File: src/rtl/qdd_pkg.sv
package qdd_pkg;
   localparam logic [7:0] ADDR_CSR   = 8'h90;
   localparam logic [7:0] ADDR_CFG   = 8'h91;
   localparam logic [7:0] ADDR_CNT1  = 8'h94;
   localparam logic [7:0] ADDR_CNT2  = 8'h96;
   localparam int         CNT_W      = 8;
   localparam logic [7:0] CNT_MAX    = 8'hff;
   localparam logic [7:0] CNT_ZERO   = 8'h00;
   // status register fields
   localparam int CSR_CH2_UP    = 7;
   localparam int CSR_CH2_DN    = 6;
   localparam int CSR_CH2_CLR   = 4;
   localparam int CSR_CH1_UP    = 3;
   localparam int CSR_CH1_DN    = 2;
   localparam int CSR_CH1_CLR   = 0;
   // config register fields
   localparam int CFG_SEL2_HI   = 7;
   localparam int CFG_SEL2_LO   = 6;
   localparam int CFG_SEL1_HI   = 3;
   localparam int CFG_SEL1_LO   = 2;
   localparam int CFG_PRI_HI    = 1;
   localparam int CFG_PRI_LO    = 0;
   localparam logic [1:0] SEL_OFF  = 2'h0;
   localparam logic [1:0] SEL_LOW  = 2'h2;
   localparam logic [1:0] SEL_HIGH = 2'h3;
   localparam logic [1:0] PRI_OFF  = 2'h0;
   // port bit pairs per channel and selection (in-phase bit is the odd one)
   localparam int CH1_LOW_I  = 1;
   localparam int CH1_HIGH_I = 5;
   localparam int CH2_LOW_I  = 3;
   localparam int CH2_HIGH_I = 7;
   // a filtered level changes after this many equal ticks
   localparam logic [1:0] FILT_TICKS = 2'h2;

   typedef struct packed {
      logic       i;
      logic       q;
   } qdd_phase_s;

   typedef struct packed {
      logic       up;
      logic       dn;
   } qdd_wrap_s;
endpackage : qdd_pkg

File: src/rtl/qdd_channel.sv
`timescale 1ns/100ps
module qdd_channel #(
   parameter int CNT_W = qdd_pkg::CNT_W
) (
   input  wire logic               clk,
   input  wire logic               reset,
   input  wire logic               tick,
   input  wire logic               enable,
   input  wire qdd_pkg::qdd_phase_s raw,
   input  wire logic               clear,
   output qdd_pkg::qdd_wrap_s      wrap,
   output logic [CNT_W-1:0]        count
);
   typedef struct packed {
      logic [1:0]       ci;
      logic [1:0]       cq;
      logic             fi;
      logic             fq;
      logic             valid;
      logic [CNT_W-1:0] cnt;
      logic             up;
      logic             dn;
   } qdd_ch_s;

   qdd_ch_s st_q;
   qdd_ch_s st_d;

   always_comb begin
      st_d    = st_q;
      st_d.up = 1'b0;
      st_d.dn = 1'b0;
      if (!enable) begin
         // filters reload on re-enable, so no phantom step on entry or exit
         st_d.valid = 1'b0;
         st_d.ci    = '0;
         st_d.cq    = '0;
      end else if (tick) begin
         // level must hold two ticks before the filtered copy follows
         if (raw.i == st_q.fi || !st_q.valid) st_d.ci = '0;
         else if (st_q.ci != qdd_pkg::FILT_TICKS - 2'h1) st_d.ci = st_q.ci + 2'h1;
         else begin
            st_d.ci = '0;
            st_d.fi = raw.i;
         end
         if (raw.q == st_q.fq || !st_q.valid) st_d.cq = '0;
         else if (st_q.cq != qdd_pkg::FILT_TICKS - 2'h1) st_d.cq = st_q.cq + 2'h1;
         else begin
            st_d.cq = '0;
            st_d.fq = raw.q;
         end
         if (!st_q.valid) begin
            st_d.fi    = raw.i;
            st_d.fq    = raw.q;
            st_d.valid = 1'b1;
         end else if ((st_d.fi != st_q.fi) ^ (st_d.fq != st_q.fq)) begin
            // i leading: after the step i and q differ when i moved
            if ((st_d.fi ^ st_d.fq) == (st_d.fi != st_q.fi)) begin
               st_d.cnt = st_q.cnt + 1'b1;
               st_d.up  = (st_q.cnt == qdd_pkg::CNT_MAX);
            end else begin
               st_d.cnt = st_q.cnt - 1'b1;
               st_d.dn  = (st_q.cnt == qdd_pkg::CNT_ZERO);
            end
         end
      end
      if (clear) begin
         st_d.cnt = qdd_pkg::CNT_ZERO;
         st_d.up  = 1'b0;
         st_d.dn  = 1'b0;
      end
   end

   always_ff @(posedge clk) begin
      if (reset) st_q <= '0;
      else st_q <= st_d;
   end

   assign wrap.up = st_q.up;
   assign wrap.dn = st_q.dn;
   assign count   = st_q.cnt;
endmodule : qdd_channel

File: src/rtl/qdd_top.sv
`timescale 1ns/100ps
module qdd_top #(
   parameter int CNT_W = qdd_pkg::CNT_W
) (
   input  wire logic       clk,
   input  wire logic       reset,
   input  wire logic       sample_tick,
   input  wire logic [7:0] port_in,
   input  wire logic [7:0] io_addr,
   input  wire logic       io_wr,
   input  wire logic       io_rd,
   input  wire logic [7:0] io_wdata,
   output logic      [7:0] io_rdata,
   output logic            irq,
   output logic      [1:0] irq_priority
);
   typedef struct packed {
      logic [7:0] sync1;
      logic [7:0] sync2;
      logic [1:0] sel1;
      logic [1:0] sel2;
      logic [1:0] pri;
      logic [3:0] flags;
      logic [7:0] rdata;
   } qdd_top_s;

   qdd_top_s st_q;
   qdd_top_s st_d;

   qdd_pkg::qdd_wrap_s  wrap [2];
   qdd_pkg::qdd_phase_s raw  [2];
   logic [CNT_W-1:0]    cnt  [2];
   logic [1:0]          sel  [2];
   logic [1:0]          clr;
   logic                csr_rd;
   logic                cfg_wr;
   logic                csr_wr;
   logic [1:0]          pri_w;
   logic [1:0]          flag_up;
   logic [1:0]          flag_dn;

   assign csr_rd = io_rd && (io_addr == qdd_pkg::ADDR_CSR);
   assign csr_wr = io_wr && (io_addr == qdd_pkg::ADDR_CSR);
   assign cfg_wr = io_wr && (io_addr == qdd_pkg::ADDR_CFG);
   assign clr[0] = csr_wr && io_wdata[qdd_pkg::CSR_CH1_CLR];
   assign clr[1] = csr_wr && io_wdata[qdd_pkg::CSR_CH2_CLR];
   assign sel[0] = st_q.sel1;
   assign sel[1] = st_q.sel2;

   // pin pairs by channel: low and high odd in-phase bit
   localparam int LOW_I  [2] = '{qdd_pkg::CH1_LOW_I,  qdd_pkg::CH2_LOW_I};
   localparam int HIGH_I [2] = '{qdd_pkg::CH1_HIGH_I, qdd_pkg::CH2_HIGH_I};

   genvar g;
   generate
      for (g = 0; g < 2; g++) begin : g_ch
         always_comb begin
            raw[g] = '0;
            case (sel[g])
               qdd_pkg::SEL_LOW: begin
                  raw[g].i = st_q.sync2[LOW_I[g]];
                  raw[g].q = st_q.sync2[LOW_I[g]-1];
               end
               qdd_pkg::SEL_HIGH: begin
                  raw[g].i = st_q.sync2[HIGH_I[g]];
                  raw[g].q = st_q.sync2[HIGH_I[g]-1];
               end
               default: raw[g] = '0;
            endcase
         end

         qdd_channel #(
            .CNT_W (CNT_W)
         ) u_ch (
            .clk    (clk),
            .reset  (reset),
            .tick   (sample_tick),
            .enable (sel[g][1]),
            .raw    (raw[g]),
            .clear  (clr[g]),
            .wrap   (wrap[g]),
            .count  (cnt[g])
         );
         assign flag_up[g] = wrap[g].up;
         assign flag_dn[g] = wrap[g].dn;
      end
   endgenerate

   assign pri_w = io_wdata[qdd_pkg::CFG_PRI_HI:qdd_pkg::CFG_PRI_LO];

   always_comb begin
      st_d       = st_q;
      st_d.sync1 = port_in;
      st_d.sync2 = st_q.sync1;
      if (cfg_wr) begin
         // bits 5:4 are simply never stored
         st_d.sel2 = io_wdata[qdd_pkg::CFG_SEL2_HI:qdd_pkg::CFG_SEL2_LO];
         st_d.sel1 = io_wdata[qdd_pkg::CFG_SEL1_HI:qdd_pkg::CFG_SEL1_LO];
         st_d.pri  = pri_w;
      end
      if (csr_rd) st_d.flags = '0;
      // set wins over the read-clear so a wrap at the read is kept
      st_d.flags = st_d.flags | {flag_up[1], flag_dn[1], flag_up[0], flag_dn[0]};
      st_d.rdata = '0;
      if (io_rd) begin
         case (io_addr)
            qdd_pkg::ADDR_CSR: begin
               st_d.rdata[qdd_pkg::CSR_CH2_UP] = st_q.flags[3];
               st_d.rdata[qdd_pkg::CSR_CH2_DN] = st_q.flags[2];
               st_d.rdata[qdd_pkg::CSR_CH1_UP] = st_q.flags[1];
               st_d.rdata[qdd_pkg::CSR_CH1_DN] = st_q.flags[0];
            end
            qdd_pkg::ADDR_CNT1: st_d.rdata = cnt[0];
            qdd_pkg::ADDR_CNT2: st_d.rdata = cnt[1];
            default: st_d.rdata = '0;
         endcase
      end
   end

   always_ff @(posedge clk) begin
      if (reset) st_q <= '0;
      else st_q <= st_d;
   end

   assign io_rdata     = st_q.rdata;
   assign irq          = (st_q.flags != 4'h0) && (st_q.pri != qdd_pkg::PRI_OFF);
   assign irq_priority = st_q.pri;

   chk_flag_on_wrap: assert property (@(posedge clk) disable iff (reset)
      (flag_up[0] || flag_dn[0]) |=> st_q.flags[1:0] != 2'h0)
      else $error("wrap did not set status flag");
   chk_read_clears: assert property (@(posedge clk) disable iff (reset)
      (csr_rd && flag_up == 2'h0 && flag_dn == 2'h0) |=> st_q.flags == 4'h0)
      else $error("status read did not clear flags");
   chk_irq_flag: assert property (@(posedge clk) disable iff (reset)
      irq |-> st_q.flags != 4'h0)
      else $error("interrupt without flag");
   chk_reserved_zero: assert property (@(posedge clk) disable iff (reset)
      $past(csr_rd) |-> io_rdata[5] == 1'b0 && io_rdata[1] == 1'b0)
      else $error("reserved status bit nonzero");
   chk_clear_count: assert property (@(posedge clk) disable iff (reset)
      clr[0] |=> cnt[0] == qdd_pkg::CNT_ZERO && !flag_up[0] && !flag_dn[0])
      else $error("counter clear failed");
   chk_count_read: assert property (@(posedge clk) disable iff (reset)
      (io_rd && io_addr == qdd_pkg::ADDR_CNT2) |=> io_rdata == $past(cnt[1]))
      else $error("count read mismatch");
   chk_pri_off: assert property (@(posedge clk) disable iff (reset)
      st_q.pri == qdd_pkg::PRI_OFF |-> !irq)
      else $error("interrupt while disabled");
   chk_idle_no_step: assert property (@(posedge clk) disable iff (reset)
      !sample_tick && !clr[1] |=> $stable(cnt[1]))
      else $error("count moved without tick");
endmodule : qdd_top

File: config.mk
export PLATFORM = sky130hd
export DESIGN_NAME = qdd_top
export DESIGN_NICKNAME = d
export VERILOG_FILES = /design/src/rtl/qdd_pkg.sv /design/src/rtl/qdd_channel.sv /design/src/rtl/qdd_top.sv
export SDC_FILE = /design/constraint.sdc
export NUM_CORES = 1
export LEC_CHECK = 0
export BUFFER_PORTS_ARGS = -buffer_cell sky130_fd_sc_hd__buf_4
export CAP_MARGIN = 20
export CORE_ASPECT_RATIO = 0.6
export CORE_MARGIN = 4
export CORE_UTILIZATION = 58
export CTS_BUF_LIST = sky130_fd_sc_hd__clkbuf_8 sky130_fd_sc_hd__clkbuf_16
export DETAILED_ROUTE_END_ITERATION = 6
export PLACE_DENSITY_LB_ADDON = 0.1
export SLEW_MARGIN = 10
export SYNTH_ARGS = -nofsm -noshare
export SYNTH_HDL_FRONTEND = slang
export SYNTH_SLANG_ARGS = --single-unit
File: constraint.sdc
create_clock -name clk -period 3.74 [get_ports clk]
set_clock_uncertainty 0.05 [all_clocks]
set_input_delay 0.935 -clock clk [delete_from_list [all_inputs] [get_ports clk]]
set_output_delay 0.935 -clock clk [all_outputs]
set_load 0.005 [all_outputs]
==> Word level (Yosys, flattened, before mapping) <==
Cells that the tools add are included.
{ "op_classes": {"n_addsub": 8, "n_bitwise": 15, "n_eq_ne": 24, "mux": 35, "reduce_logical": 29} }
{ "op_table": {"columns": ["op", "count"], "rows": [
  ["8-bit equality test, second input constant", 6],
  ["7-bit OR reduction", 4],
  ["8-bit by 1-bit adder with 8-bit output, second input constant", 2],
  ["8-bit zero test", 2],
  ["1-bit 2-to-1 mux", 16],
  ["2-bit 2-to-1 mux", 8],
  ["8-bit 2-to-1 mux", 2],
  ["2-bit one-hot mux with 2 select lines", 4],
  ["8-bit by 1-bit subtractor with 8-bit output, second input constant", 2],
  ["2-bit one-hot mux with 3 select lines", 2],
  ["1-bit inverter", 10],
  ["2-bit OR reduction", 5],
  ["2-bit by 1-bit adder with 2-bit output, second input constant", 4],
  ["2-bit equality test, second input constant", 4],
  ["2-bit by 1-bit != test with 1-bit output, second input constant", 4],
  ["4-bit AND reduction", 2],
  ["1-bit equality test", 6],
  ["1-bit logical AND", 6],
  ["3-bit 2-to-1 mux", 2],
  ["1-bit logical OR", 4],
  ["4-bit 2-to-1 mux", 1],
  ["1-bit != test", 4],
  ["4-bit OR", 1],
  ["2-bit AND reduction", 2],
  ["other kinds (4)", 8]
]} }
{ "totals": {"register_bits": 68, "inputBits": 29} }

==> Depth between registers and ports, before layout <==
Gate-level depths: netlist of the first run.
{ "logic_depth": {"ltp_word": 11, "depth_mapped": 14} }

==> By module <==
From an unflattened synthesis of the first run, not the netlist that was laid out.
{ "unflattened": {"cells_unflattened": 418, "hier_area_um2": 3779.9} }
{ "modules_own_cells": {"columns": ["mod", "area_each_um2", "cells_per_inst", "n_inst"], "rows": [
  ["qdd_channel", 1166.1, 138, 2],
  ["qdd_top", 1447.6, 142, 1]
]} }

==> Worst setup path after synthesis of the first run <==
OpenSTA, ideal clock, no wires.
{ "synth_timing": {"path_type": "reg-to-reg", "startpoint": "reg st_q, in the netlist sel[2]", "endpoint": "reg g_ch[0].u_ch.st_q, in the netlist g_ch[0].u_ch.count[4]", "setup_time_ns": 0.122, "synth_period_minus_slack_ns": 2.911, "stages_incl_launch_ff": 13, "arrival_time_ns": 2.739, "setup_slack_ns": 0.829, "cell_sequence": "dfxtp_1 mux2_2 a22oi_2 xnor2_2 xor2_1 ha_1 o21ba_2 a41o_1 a211oi_1 nor4b_1 or3_1 nand3_1 a21oi_1"} }
{ "synth_via": {"elab_chain_len": 10, "word_cells_on_any_way": 22} }
{ "synth_rtl": {"columns": ["element", "line", "rtl"], "rows": [
  ["start, declared", "qdd_top.sv:27", "qdd_top_s st_q;"],
  ["start signal, assigned", "qdd_top.sv:122", "else st_q <= st_d;"],
  ["2-bit equality test", "qdd_top.sv:59", "case (sel[g])"],
  ["2-bit one-hot mux with 2 select lines (*)", "qdd_top.sv:59", null],
  ["1-bit equality test, on equally long branches", "qdd_channel.sv:39, qdd_channel.sv:45", null],
  ["1-bit logical OR, on equally long branches", "qdd_channel.sv:39, qdd_channel.sv:45", null],
  ["1-bit 2-to-1 mux, on equally long branches", "qdd_channel.sv:39, qdd_channel.sv:45", null],
  ["1-bit 2-to-1 mux", "qdd_channel.sv:37", "end else if (tick) begin"],
  ["1-bit 2-to-1 mux", "qdd_channel.sv:32", "if (!enable) begin"],
  ["1-bit != test (tied with other cells)", "qdd_channel.sv:55, qdd_channel.sv:57", null],
  ["1-bit XOR / 1-bit equality test (equally long branches)", "qdd_channel.sv:55, qdd_channel.sv:57", null],
  ["4-bit AND reduction (no line) / 8-bit 2-to-1 mux (equally long branches)", null, null],
  ["end signal, assigned", "qdd_channel.sv:75", "else st_q <= st_d;"],
  ["end, declared", "qdd_channel.sv:25", "qdd_ch_s st_q;"]
]} }
Mark *: on every way between the ends. The rest lies on a longest branch, timed or not. The select of a mux whose other input is x is not followed.
A chain may end at the register's enable or synchronous reset.

==> Worst setup path after layout of the first run <==
{ "layout_timing": {"startpoint": "reg st_q, in the netlist sel[0]", "endpoint": "reg g_ch[1].u_ch.st_q, in the netlist g_ch[1].u_ch.count[7]"} }
{ "layout_via": {"elab_chain_len": 10, "word_cells_on_any_way": 22} }
{ "layout_rtl": {"columns": ["element", "line"], "rows": [
  ["2-bit equality test", "qdd_top.sv:59"],
  ["2-bit one-hot mux with 2 select lines (*)", "qdd_top.sv:59"],
  ["1-bit equality test, on equally long branches", "qdd_channel.sv:39, qdd_channel.sv:45"],
  ["1-bit logical OR, on equally long branches", "qdd_channel.sv:39, qdd_channel.sv:45"],
  ["1-bit 2-to-1 mux, on equally long branches", "qdd_channel.sv:39, qdd_channel.sv:45"],
  ["1-bit 2-to-1 mux", "qdd_channel.sv:37"],
  ["1-bit 2-to-1 mux", "qdd_channel.sv:32"],
  ["1-bit != test (tied with other cells)", "qdd_channel.sv:55, qdd_channel.sv:57"],
  ["1-bit XOR / 1-bit equality test (equally long branches)", "qdd_channel.sv:55, qdd_channel.sv:57"],
  ["4-bit AND reduction (no line) / 8-bit 2-to-1 mux (equally long branches)", null],
  ["end signal, assigned", "qdd_channel.sv:75"],
  ["end, declared", "qdd_channel.sv:25"]
]} }
Marks and branches as above.

==> impl_metrics.py, run 1 <==
metrics = {
    "status": {
        "status": "complete, no violations",
    },
    "floorplan": {
        "fp.dieW_um": 108.5,
        "rows": 21,
        "core_sq_mm": 0.005728,
        "pin_count": 40,
        "die_area_sq_mm": 0.007413,
        "die_y_um": 68.31,
        "start_util": 0.6138,
    },
    "logic_synthesis": {
        "yosys.area_share.xor_xnor": 0.04911,
        "syn_area_sq_mm": 0.003516,
        "synth_fp_nets": 449,
        "ys_seq_area_frac": 0.3872,
        "synth_top_area_share": 0.3872,
        "synth_ff_type": "dfxtp_1",
        "yosysTopAreaCell": "dfxtp_1",
        "yosys.area_share.simple": 0.2569,
        "avgSynthCellArea_sq_um": 8.639,
        "ys_types": 52,
        "synth_mux_area_frac": 0.06940,
        "synth_compound_area_frac": 0.1349,
        "ys_warn_count": 0,
        "ys_top_cells_by_area": "dfxtp_1 (39%), mux2i_1 (6.0%), nor2_1 (5.1%), a21oi_1 (4.7%), ha_1 (4.3%)",
        "ys_ff_latch": 68,
        "synth_fa_ha_area_frac": 0.04840,
        "synth_top_family_by_area": "simple AND/OR/NAND/NOR gates",
        "synth_edf_count": 0,
        "postSynthCellCount": 407,
        "async_flop_share": 0,
    },
    "timing": {
        "timing_hold_violations_final": 0,
        "layout_min_cycle_time_ns": 3.385,
        "max_freq_mhz": 295.5,
        "setup_viol": 0,
        "fin_crit_sh": 0.9050,
        "tns_ns": 0,
        "rsz0062_at_grt": "no",
        "worstMarginPinSlew_ns": 0.7369,
        "relSlewSlack": 0.5069,
        "final_max_slew_viol_count": 0,
    },
    "layout": {
        "final_nets": 475,
        "utilization": 0.6879,
        "area_growth_pct": 12.06,
        "fillers": 510,
        "n_antenna_cell": 0,
        "drive_gt1_frac": 0.1670,
        "final_common_cell": "dfxtp_1",
        "layout_common_cells": "dfxtp_1 (68), nor2_1 (48), buf_4 (39)",
    },
    "clock_network": {
        "cts_buffers": 9,
        "cts_tree": "done",
        "postCtsHoldBufs": 0,
        "postCtsSetupRepairBufs": 0,
        "worstSkewPairLatency_ns": 0.35,
        "clockBufferDepth": 2,
        "cts_root_buf": "clkbuf_8",
        "path_clk_slew_ns": 0.07,
        "htreeDepth": 3,
        "cts_sinks": 68,
        "ctsResizeCount": 0,
    },
    "drt": {
        "via_per_inst": 5.522,
        "firstDrtPassIters": 5,
        "final_antenna_net_count": 0,
        "wl_per_cell_um": 14.69,
        "drtIter0Drc": 181,
        "wl_um": 7595,
        "drc": 0,
        "dr_total_vias": 2855,
    },
    "global_route": {
        "antenna_found_initial": 0,
        "grt_overflow": 0,
        "grtUsageTotal": 0.2296,
        "grt_pass1_vias": 2725,
        "grt_max_degree": 41,
        "grt_pass1_wl_um": 13040,
    },
    "setup_path": {
        "crit_type": "flop to flop",
        "cp-end-kind": "flop",
        "timing.rr.end": "g_ch[1].u_ch.count[7]",
        "reg2reg_setup_slack_ns": 0.36,
        "crit_start": "sel[0]",
        "cp_data_required_time_ns": 3.93,
        "reg2reg_from": "sel[0]",
        "startpoint_type": "flop",
        "critPathArrivalTime_ns": 3.57,
        "reg2regPathDepth": 13,
        "crit_path_end": "g_ch[1].u_ch.count[7]",
        "worstPathMaxFanout": 7,
    },
    "worst_hold_path": {
        "min_path_type": "flop to flop",
        "worstHoldStart": "st_d[18]",
    },
    "pwr": {
        "leakage_nw": 1.521,
        "vdd_drop_max_uv": 184.1,
        "p_total_mw": 1.351,
        "p_per_area_mw_per_mm2": 342.9,
    },
    "placement": {
        "dp_hpwl_um": 5596,
        "place.gp.congestion": 0.8669,
        "portBuffers": 38,
    },
    "job": {
        "max_cap_violations": 0,
    },
}
==> routing by layer <==
| metal | track usage | share of wire | wire length [um] |
|---|---|---|---|
| met5 | 0 | 0 | 0 |
| met2 | 0.3446 | 0.42 | 3158 |
| met3 | 0.06975 | 0.061 | 460 |
| met4 | 0.06772 | 0.011 | 82 |
| met1 | 0.3184 | 0.51 | 3892 |
==> flip-flops by register name (all words and copies together) (netlist names) <==
| name | flops |
|---|---|
| st_q | 12 |
| g_ch.u_ch.st_q | 14 |
| g_ch.u_ch.count | 16 |
| st_d | 8 |
| g_ch.u_ch.wrap | 4 |
| sel | 4 |
| io_rdata | 8 |
| irq_priority | 2 |
==> critical path: stages (launching register included) <==
cell	delay, ns
dfxtp_1	0.40
mux2i_1	0.35
nor3_1	0.11
or3_2	0.50
nand2_1	0.19
inv_1	0.18
ha_1	0.36
a21oi_1	0.09
a21o_1	0.20
a31oi_1	0.24
a21oi_1	0.11
nor4b_2	0.29
xnor2_1	0.16
nor2_1	0.05
==> metrics by stage <==
step	instances	hold slack, ns	cell area [sq um]	worst slack, ns
after floorplan	407	0.3630	3516	0.8294
after global placement	502	0.3700	3752	0.5292
after detailed placement	502	0.3768	3752	0.4462
after CTS	517	0.3936	3940	0.4025
after global routing	517	0.4117	3940	0.1947
final	517	0.3918	3940	0.3555
==> Yosys cell counts (9+ instances only) <==
master and instances:
dfxtp_1 68, nor2_1 48, nand2_1 35, a21oi_1 33
mux2i_1 21, nor2b_1 18, o21ai_0 18, ha_1 12
nand3_1 12, xnor2_1 12, nand2b_1 11, buf_4 10
inv_1 9, nor3_1 9
==> where the power goes <==
group          switching [mW]  internal, mW
clock                   0.257         0.306
combinational          0.0260        0.0280
sequential            0.00180         0.732
total                   0.285          1.07
==> final cells by class <==
cell class	instances	area (sq um)	share of cell area
Clock inverter	2	8.758	0.002223
Inverter	9	33.78	0.008574
Clock buffer	13	178.9	0.04541
Sequential cell	68	1361	0.3455
Timing Repair Buffer	39	292.8	0.07431
Multi-Input combinational cell	306	1964	0.4986
Tap cell	80	100.1	0.02540
==> how the worst min path moves through the flow <==
stage                to  cells past startpoint
3_5_place_dp   st_q[11]                      2
2_1_floorplan  st_q[10]                      2
5_1_grt        st_q[22]                      1
4_1_cts         st_q[9]                      2
3_3_place_gp   st_q[18]                      1
6_report       st_q[18]                      1
==> cell families after synthesis <==
family,after synthesis
buffers and inverters,33
AO/OA/AOI/OAI,77
multiplexers,24
AND/OR/NAND/NOR,174
XOR/XNOR,18
adder cells (fa/ha/maj),13
flip-flops,68
(Power assumes the default switching activity.)
==> inputs of run 2 (changes only) <==
--- a/config.mk
+++ b/config.mk
@@ -7,12 +7,15 @@
 export LEC_CHECK = 0
 export BUFFER_PORTS_ARGS = -buffer_cell sky130_fd_sc_hd__buf_4
 export CAP_MARGIN = 20
+export CELL_PAD_IN_SITES_DETAIL_PLACEMENT = 2
+export CELL_PAD_IN_SITES_GLOBAL_PLACEMENT = 2
 export CORE_ASPECT_RATIO = 0.6
 export CORE_MARGIN = 4
-export CORE_UTILIZATION = 58
+export CORE_UTILIZATION = 35
 export CTS_BUF_LIST = sky130_fd_sc_hd__clkbuf_8 sky130_fd_sc_hd__clkbuf_16
 export DETAILED_ROUTE_END_ITERATION = 6
 export PLACE_DENSITY_LB_ADDON = 0.1
+export REMOVE_ABC_BUFFERS = 1
 export SLEW_MARGIN = 10
 export SYNTH_ARGS = -nofsm -noshare
 export SYNTH_HDL_FRONTEND = slang
==> run 2 against run 1 <==
Compared with the run above: cell area rose by 5.4%; largest cell class unchanged; cell count rose by 12%; count of clock-buffer cells in the layout fell by 4; clock power rose by 50%; combinational power rose by 9.6%; total power rose by 21%; first-iteration DRC count rose by 14%.
==> impl_metrics.py, run 2 (synthesis results as in run 1) <==
metrics = {
    "drt": {
        "wl_um": 10830,
        "drtIter0Drc": 206,
        "drc": 0,
        "wl_per_cell_um": 18.77,
        "dr_total_vias": 2994,
        "firstDrtPassIters": 4,
        "final_antenna_net_count": 0,
        "via_per_inst": 5.189,
    },
    "floorplan": {
        "start_util": 0.3584,
        "pin_count": 40,
        "core_sq_mm": 0.009809,
        "rows": 28,
        "fp.dieW_um": 137.4,
        "die_area_sq_mm": 0.01177,
        "die_y_um": 85.64,
    },
    "timing": {
        "timing_hold_violations_final": 0,
        "tns_ns": 0,
        "setup_viol": 0,
        "layout_min_cycle_time_ns": 3.442,
        "relSlewSlack": 0.4312,
        "final_max_slew_viol_count": 0,
        "rsz0062_at_grt": "no",
        "worst_slack_ns": 0.2976,
        "worstMarginPinSlew_ns": 0.8500,
        "fin_crit_sh": 0.9204,
        "max_freq_mhz": 290.5,
    },
    "status": {
        "status": "complete, no violations",
    },
    "clock_network": {
        "path_clk_slew_ns": 0.06,
        "cts_buffers": 9,
        "clockBufferDepth": 2,
        "cts_sinks": 68,
        "htreeDepth": 3,
        "cts_tree": "done",
        "worstSkewPairLatency_ns": 0.34,
        "postCtsSetupRepairBufs": 0,
        "postCtsHoldBufs": 0,
        "cts_root_buf": "clkbuf_16",
    },
    "layout": {
        "drive_gt1_frac": 0.1787,
        "largest_reg_flops": 16,
        "final_nets": 479,
        "fin_cells": 577,
        "n_antenna_cell": 0,
        "area_growth_pct": 18.11,
        "fillers": 1095,
        "final_common_cell": "dfxtp_1",
        "layout_common_cells": "dfxtp_1 (68), nor2_1 (48), buf_4 (43)",
    },
    "setup_path": {
        "cpMostUsedCell": "a21oi_1",
        "timing.rr.end": "g_ch[1].u_ch.count[7]",
        "reg2reg_from": "sel[0]",
        "reg2reg_setup_slack_ns": 0.30,
        "worstPathMaxFanout": 7,
        "cp_cell_sequence": "mux2i_1 -> nor3_1 -> or3_2 -> nand2_1 -> inv_1 -> ha_1 -> a21oi_1 -> a21o_1 -> a31oi_1 -> a21oi_1 -> nor4b_2 -> xnor2_1 -> nor2_1",
        "cp-end-kind": "flop",
        "crit_slowest_cell": "mux2i_1",
        "critPathMaxStageDelay_ns": 0.52,
        "reg2regPathDepth": 13,
        "crit_type": "flop to flop",
        "startpoint_type": "flop",
        "critPathArrivalTime_ns": 3.62,
        "cp_data_required_time_ns": 3.92,
    },
    "worst_hold_path": {
        "worstHoldPathCells": 1,
        "worstHoldStart": "st_d[18]",
        "min_path_type": "flop to flop",
        "holdPathEnd": "st_q[18]",
    },
    "job": {
        "max_cap_violations": 0,
    },
    "global_route": {
        "use_met2": 0.3044,
        "grt_max_degree": 41,
        "antenna_found_initial": 0,
        "top_usage_layer": "met2",
        "use_met1": 0.2677,
        "grt_overflow": 0,
        "grt_pass1_wl_um": 17560,
        "grt_use_met3": 0.05393,
        "grt_pass1_vias": 3219,
        "grtUsageTotal": 0.1957,
    },
    "placement": {
        "dp.cells": 561,
        "portBuffers": 38,
        "dp_hpwl_um": 7857,
        "place.gp.congestion": 0.7477,
        "place_ws_ns": 0.2600,
    },
    "pwr": {
        "vdd_drop_max_uv": 254.9,
        "leakage_nw": 1.590,
        "p_per_area_mw_per_mm2": 394.2,
    },
}
==> run 2: area by class of cell <==
type	instances	area [sq um]	share of cell area
clock inverter	7	68.82	0.01657
clock buffer	9	225.2	0.05423
inverter	9	33.78	0.008135
tap	135	168.9	0.04067
timing repair buffer	43	322.8	0.07773
sequential	68	1361	0.3278
multi-input combinational	306	1972	0.4748
==> run 2: worst max-delay path: cells and delay by family (launching register included) <==
kind / cells / cell delay (ns)
AO/OA/AOI/OAI: 4 / 0.60
XOR/XNOR: 1 / 0.15
adder cells (fa/ha/maj): 1 / 0.35
buffers and inverters: 1 / 0.15
flip-flops: 1 / 0.41
multiplexers: 1 / 0.52
AND/OR/NAND/NOR: 5 / 1.11
==> run 2: worst max-delay path by stage <==
stage | start | to | slack, ns | depth (start not counted)
2_1_floorplan | sel[2] | g_ch[0].u_ch.count[4] | 0.83 | 12
3_3_place_gp | g_ch[0].u_ch.st_q[10] | g_ch[0].u_ch.count[6] | 0.45 | 12
3_5_place_dp | g_ch[0].u_ch.st_q[10] | g_ch[0].u_ch.count[6] | 0.26 | 12
4_1_cts | g_ch[0].u_ch.st_q[10] | g_ch[0].u_ch.count[6] | 0.19 | 12
5_1_grt | sel[0] | g_ch[1].u_ch.count[7] | 0.002 | 13
6_report | sel[0] | g_ch[1].u_ch.count[7] | 0.30 | 13
==> run 2: repair_timing <==
item | in CTS | in global routing
setup endpoints to repair | 0 | 1
gates resized for setup | 0 | 1
endpoints found under the hold margin | 0 | 0
==> run 2: report_power, final <==
group,switching [mW],leakage (nW),total (mW),internal (mW)
Sequential,0.00217,0.551,0.735,0.733
Clock,0.330,0.147,0.843,0.513
Combinational,0.0303,0.893,0.0591,0.0288
Total,0.362,1.59,1.64,1.27
==> run 2: per-layer routing <==
| metal | up-vias | part of all wire |
|---|---|---|
| met2 | 46 | 0.45 |
| met1 | 1465 | 0.50 |
| met3 | 10 | 0.038 |
| li1 | 1473 | - |
| met5 | - | 0 |
| met4 | 0 | 0.011 |
==> run 2: stage by stage <==
step	power [mW]	area (sq um)	hold slack, ns	utilization
2_1_floorplan	0.7655	3359	0.3630	-
3_3_place_gp	0.8066	3851	0.3676	0.3926
3_5_place_dp	0.8096	3851	0.3898	0.3926
4_1_cts	1.653	4145	0.4064	0.4226
5_1_grt	1.699	4153	0.4185	0.4233
6_report	1.637	4153	0.3980	0.4233
==> inputs of run 3 (changes only) <==
--- a/config.mk
+++ b/config.mk
@@ -15,6 +15,7 @@
 export CTS_BUF_LIST = sky130_fd_sc_hd__clkbuf_8 sky130_fd_sc_hd__clkbuf_16
 export DETAILED_ROUTE_END_ITERATION = 6
 export PLACE_DENSITY_LB_ADDON = 0.1
+export RECOVER_POWER = 50
 export REMOVE_ABC_BUFFERS = 1
 export SLEW_MARGIN = 10
 export SYNTH_ARGS = -nofsm -noshare
==> run 3 against run 2 <==
Compared with the run above: the run now ends with max-capacitance violations, max-slew violations left; combinational power about the same; sequential share of layout area up 0.089 points; setup slack worse by 0.0012 ns; sequential cell count unchanged; cell area down 0.27%; global-route usage unchanged; fmax about the same; count of clock-buffer cells in the layout unchanged; worst hold slack about the same.
==> impl_metrics.py, run 3 (synthesis results as in run 1) <==
metrics = {
    "global_route": {
        "grt_pass1_vias": 3219,
        "grt_overflow": 0,
        "antenna_found_initial": 0,
        "grtUsageTotal": 0.1957,
        "grt_max_degree": 41,
        "grt_pass1_wl_um": 17560,
    },
    "floorplan": {
        "start_util": 0.3584,
        "die_y_um": 85.64,
        "die_area_sq_mm": 0.01177,
        "fp.dieW_um": 137.4,
        "pin_count": 40,
        "core_sq_mm": 0.009809,
        "rows": 28,
    },
    "pwr": {
        "leakage_nw": 1.572,
        "vdd_drop_max_uv": 254.5,
        "intPower_mw": 1.274,
        "combPwrFrac": 0.036,
        "swShare": 0.2212,
        "switchingPower_mw": 0.3620,
        "p_per_area_mw_per_mm2": 395.1,
        "p_seq_frac": 0.449,
        "clock_power_share": 0.515,
    },
    "job": {
        "max_cap_violations": 1,
    },
    "timing": {
        "tns_ns": 0,
        "layout_min_cycle_time_ns": 3.444,
        "relSlewSlack": -0.1176,
        "hold_slack_ns": 0.3980,
        "max_freq_mhz": 290.4,
        "fin_crit_sh": 0.9208,
        "timing_hold_violations_final": 0,
        "setup_viol": 0,
        "worstMarginPinSlew_ns": 1.676,
        "worst_slack_ns": 0.2964,
        "final_max_slew_viol_count": 41,
        "rsz0062_at_grt": "no",
    },
    "drt": {
        "final_antenna_net_count": 0,
        "wl_um": 10800,
        "drtIter0Drc": 171,
        "drc": 0,
        "wl_per_cell_um": 18.72,
        "dr_total_vias": 3005,
        "firstDrtPassIters": 4,
        "via_per_inst": 5.208,
    },
    "layout": {
        "area_growth_pct": 17.79,
        "fillers": 1097,
        "seq_area_sq_mm": 0.001361,
        "multi_input_area_sq_mm": 0.001972,
        "drive_gt1_frac": 0.1719,
        "largest_reg_flops": 16,
        "n_antenna_cell": 0,
        "final_common_cell": "dfxtp_1",
        "final_nets": 479,
        "layout_common_cells": "dfxtp_1 (68), nor2_1 (48), nand2_1 (35)",
        "postLayoutCellArea_sq_mm": 0.004141,
        "fin_cells": 577,
    },
    "clock_network": {
        "cts_sinks": 68,
        "clockBufferDepth": 2,
        "cts_buffers": 9,
        "cts_root_buf": "clkbuf_16",
        "cts_tree": "done",
        "htreeDepth": 3,
        "path_clk_slew_ns": 0.06,
        "worstSkewPairLatency_ns": 0.34,
    },
    "setup_path": {
        "crit_type": "flop to flop",
        "startpoint_type": "flop",
        "critPathArrivalTime_ns": 3.62,
        "cp_data_required_time_ns": 3.91,
        "worstPathMaxFanout": 7,
        "cp-end-kind": "flop",
    },
    "placement": {
        "place.gp.congestion": 0.7477,
        "place_ws_ns": 0.2600,
        "dp_hpwl_um": 7857,
        "portBuffers": 38,
        "dp.cells": 561,
        "dpl-instance-area_sq_mm": 0.003851,
    },
    "status": {
        "violations": "max-capacitance violations, max-slew violations",
        "status": "finished with violations",
    },
    "worst_hold_path": {
        "min_path_type": "flop to flop",
    },
}
## run 3: cell types whose count changed in the layout (fill, tap and decap cells not counted), sizes merged
| cell | before | now |
|---|---|---|
| clkbuf | 9 | 20 |
| buf | 43 | 32 |
## run 3: worst max-delay path, stage by stage, from the launching register on
cell,delay (ns)
dfxtp_1,0.41
mux2i_1,0.52
nor3_1,0.14
or3_2,0.51
nand2_1,0.11
inv_1,0.15
ha_1,0.35
a21oi_1,0.09
a21o_1,0.21
a31oi_1,0.21
a21oi_1,0.09
nor4b_2,0.29
xnor2_1,0.15
nor2_1,0.06
## run 3: final cells by class
| class | count | share of cell area |
|---|---|---|
| Clock buffer | 9 | 0.05438 |
| Clock inverter | 7 | 0.01662 |
| Inverter | 9 | 0.008157 |
| Multi-Input combinational cell | 306 | 0.4761 |
| Sequential cell | 68 | 0.3287 |
| Tap cell | 135 | 0.04079 |
| Timing Repair Buffer | 43 | 0.07523 |
## run 3: power groups by stage
stage	sequential (mW)	combinational (mW)	clock, mW
2_1_floorplan	0.750	0.0160	0
3_3_place_gp	0.750	0.0566	0
3_5_place_dp	0.751	0.0589	0
4_1_cts	0.735	0.0602	0.858
5_1_grt	0.735	0.0641	0.899
6_report	0.735	0.0589	0.842
## run 3: routing by layer
| metal | global-route usage | vias up | wire (um) |
|---|---|---|---|
| li1 | - | 1474 | - |
| met1 | 0.2677 | 1477 | 5483 |
| met2 | 0.3044 | 44 | 4805 |
| met3 | 0.05393 | 10 | 392 |
| met4 | 0.05163 | 0 | 121 |
| met5 | 0 | - | 0 |
## run 3: repair_timing
item | CTS | global route
resized for setup | 0 | 1
hold buffers | 0 | 0
buffers inserted | 0 | 0
endpoints found under the setup margin | 0 | 1
## run 3: metrics by stage
stage	total power [mW]	util
2_1_floorplan	0.7655	-
3_3_place_gp	0.8066	0.3926
3_5_place_dp	0.8096	0.3926
4_1_cts	1.653	0.4226
5_1_grt	1.699	0.4222
6_report	1.636	0.4222
## run 3: worst paths after layout
| kind | from | endpoint | slack (ns) | cells past startpoint |
|---|---|---|---|---|
| setup reg to reg | sel[0] | g_ch[1].u_ch.count[7] | 0.30 | 13 |
| setup / recovery | sel[0] | g_ch[1].u_ch.count[7] | 0.30 | 13 |
| hold / removal | st_d[18] | st_q[18] | 0.40 | 1 |
| hold reg to reg | st_d[18] | st_q[18] | 0.40 | 1 |
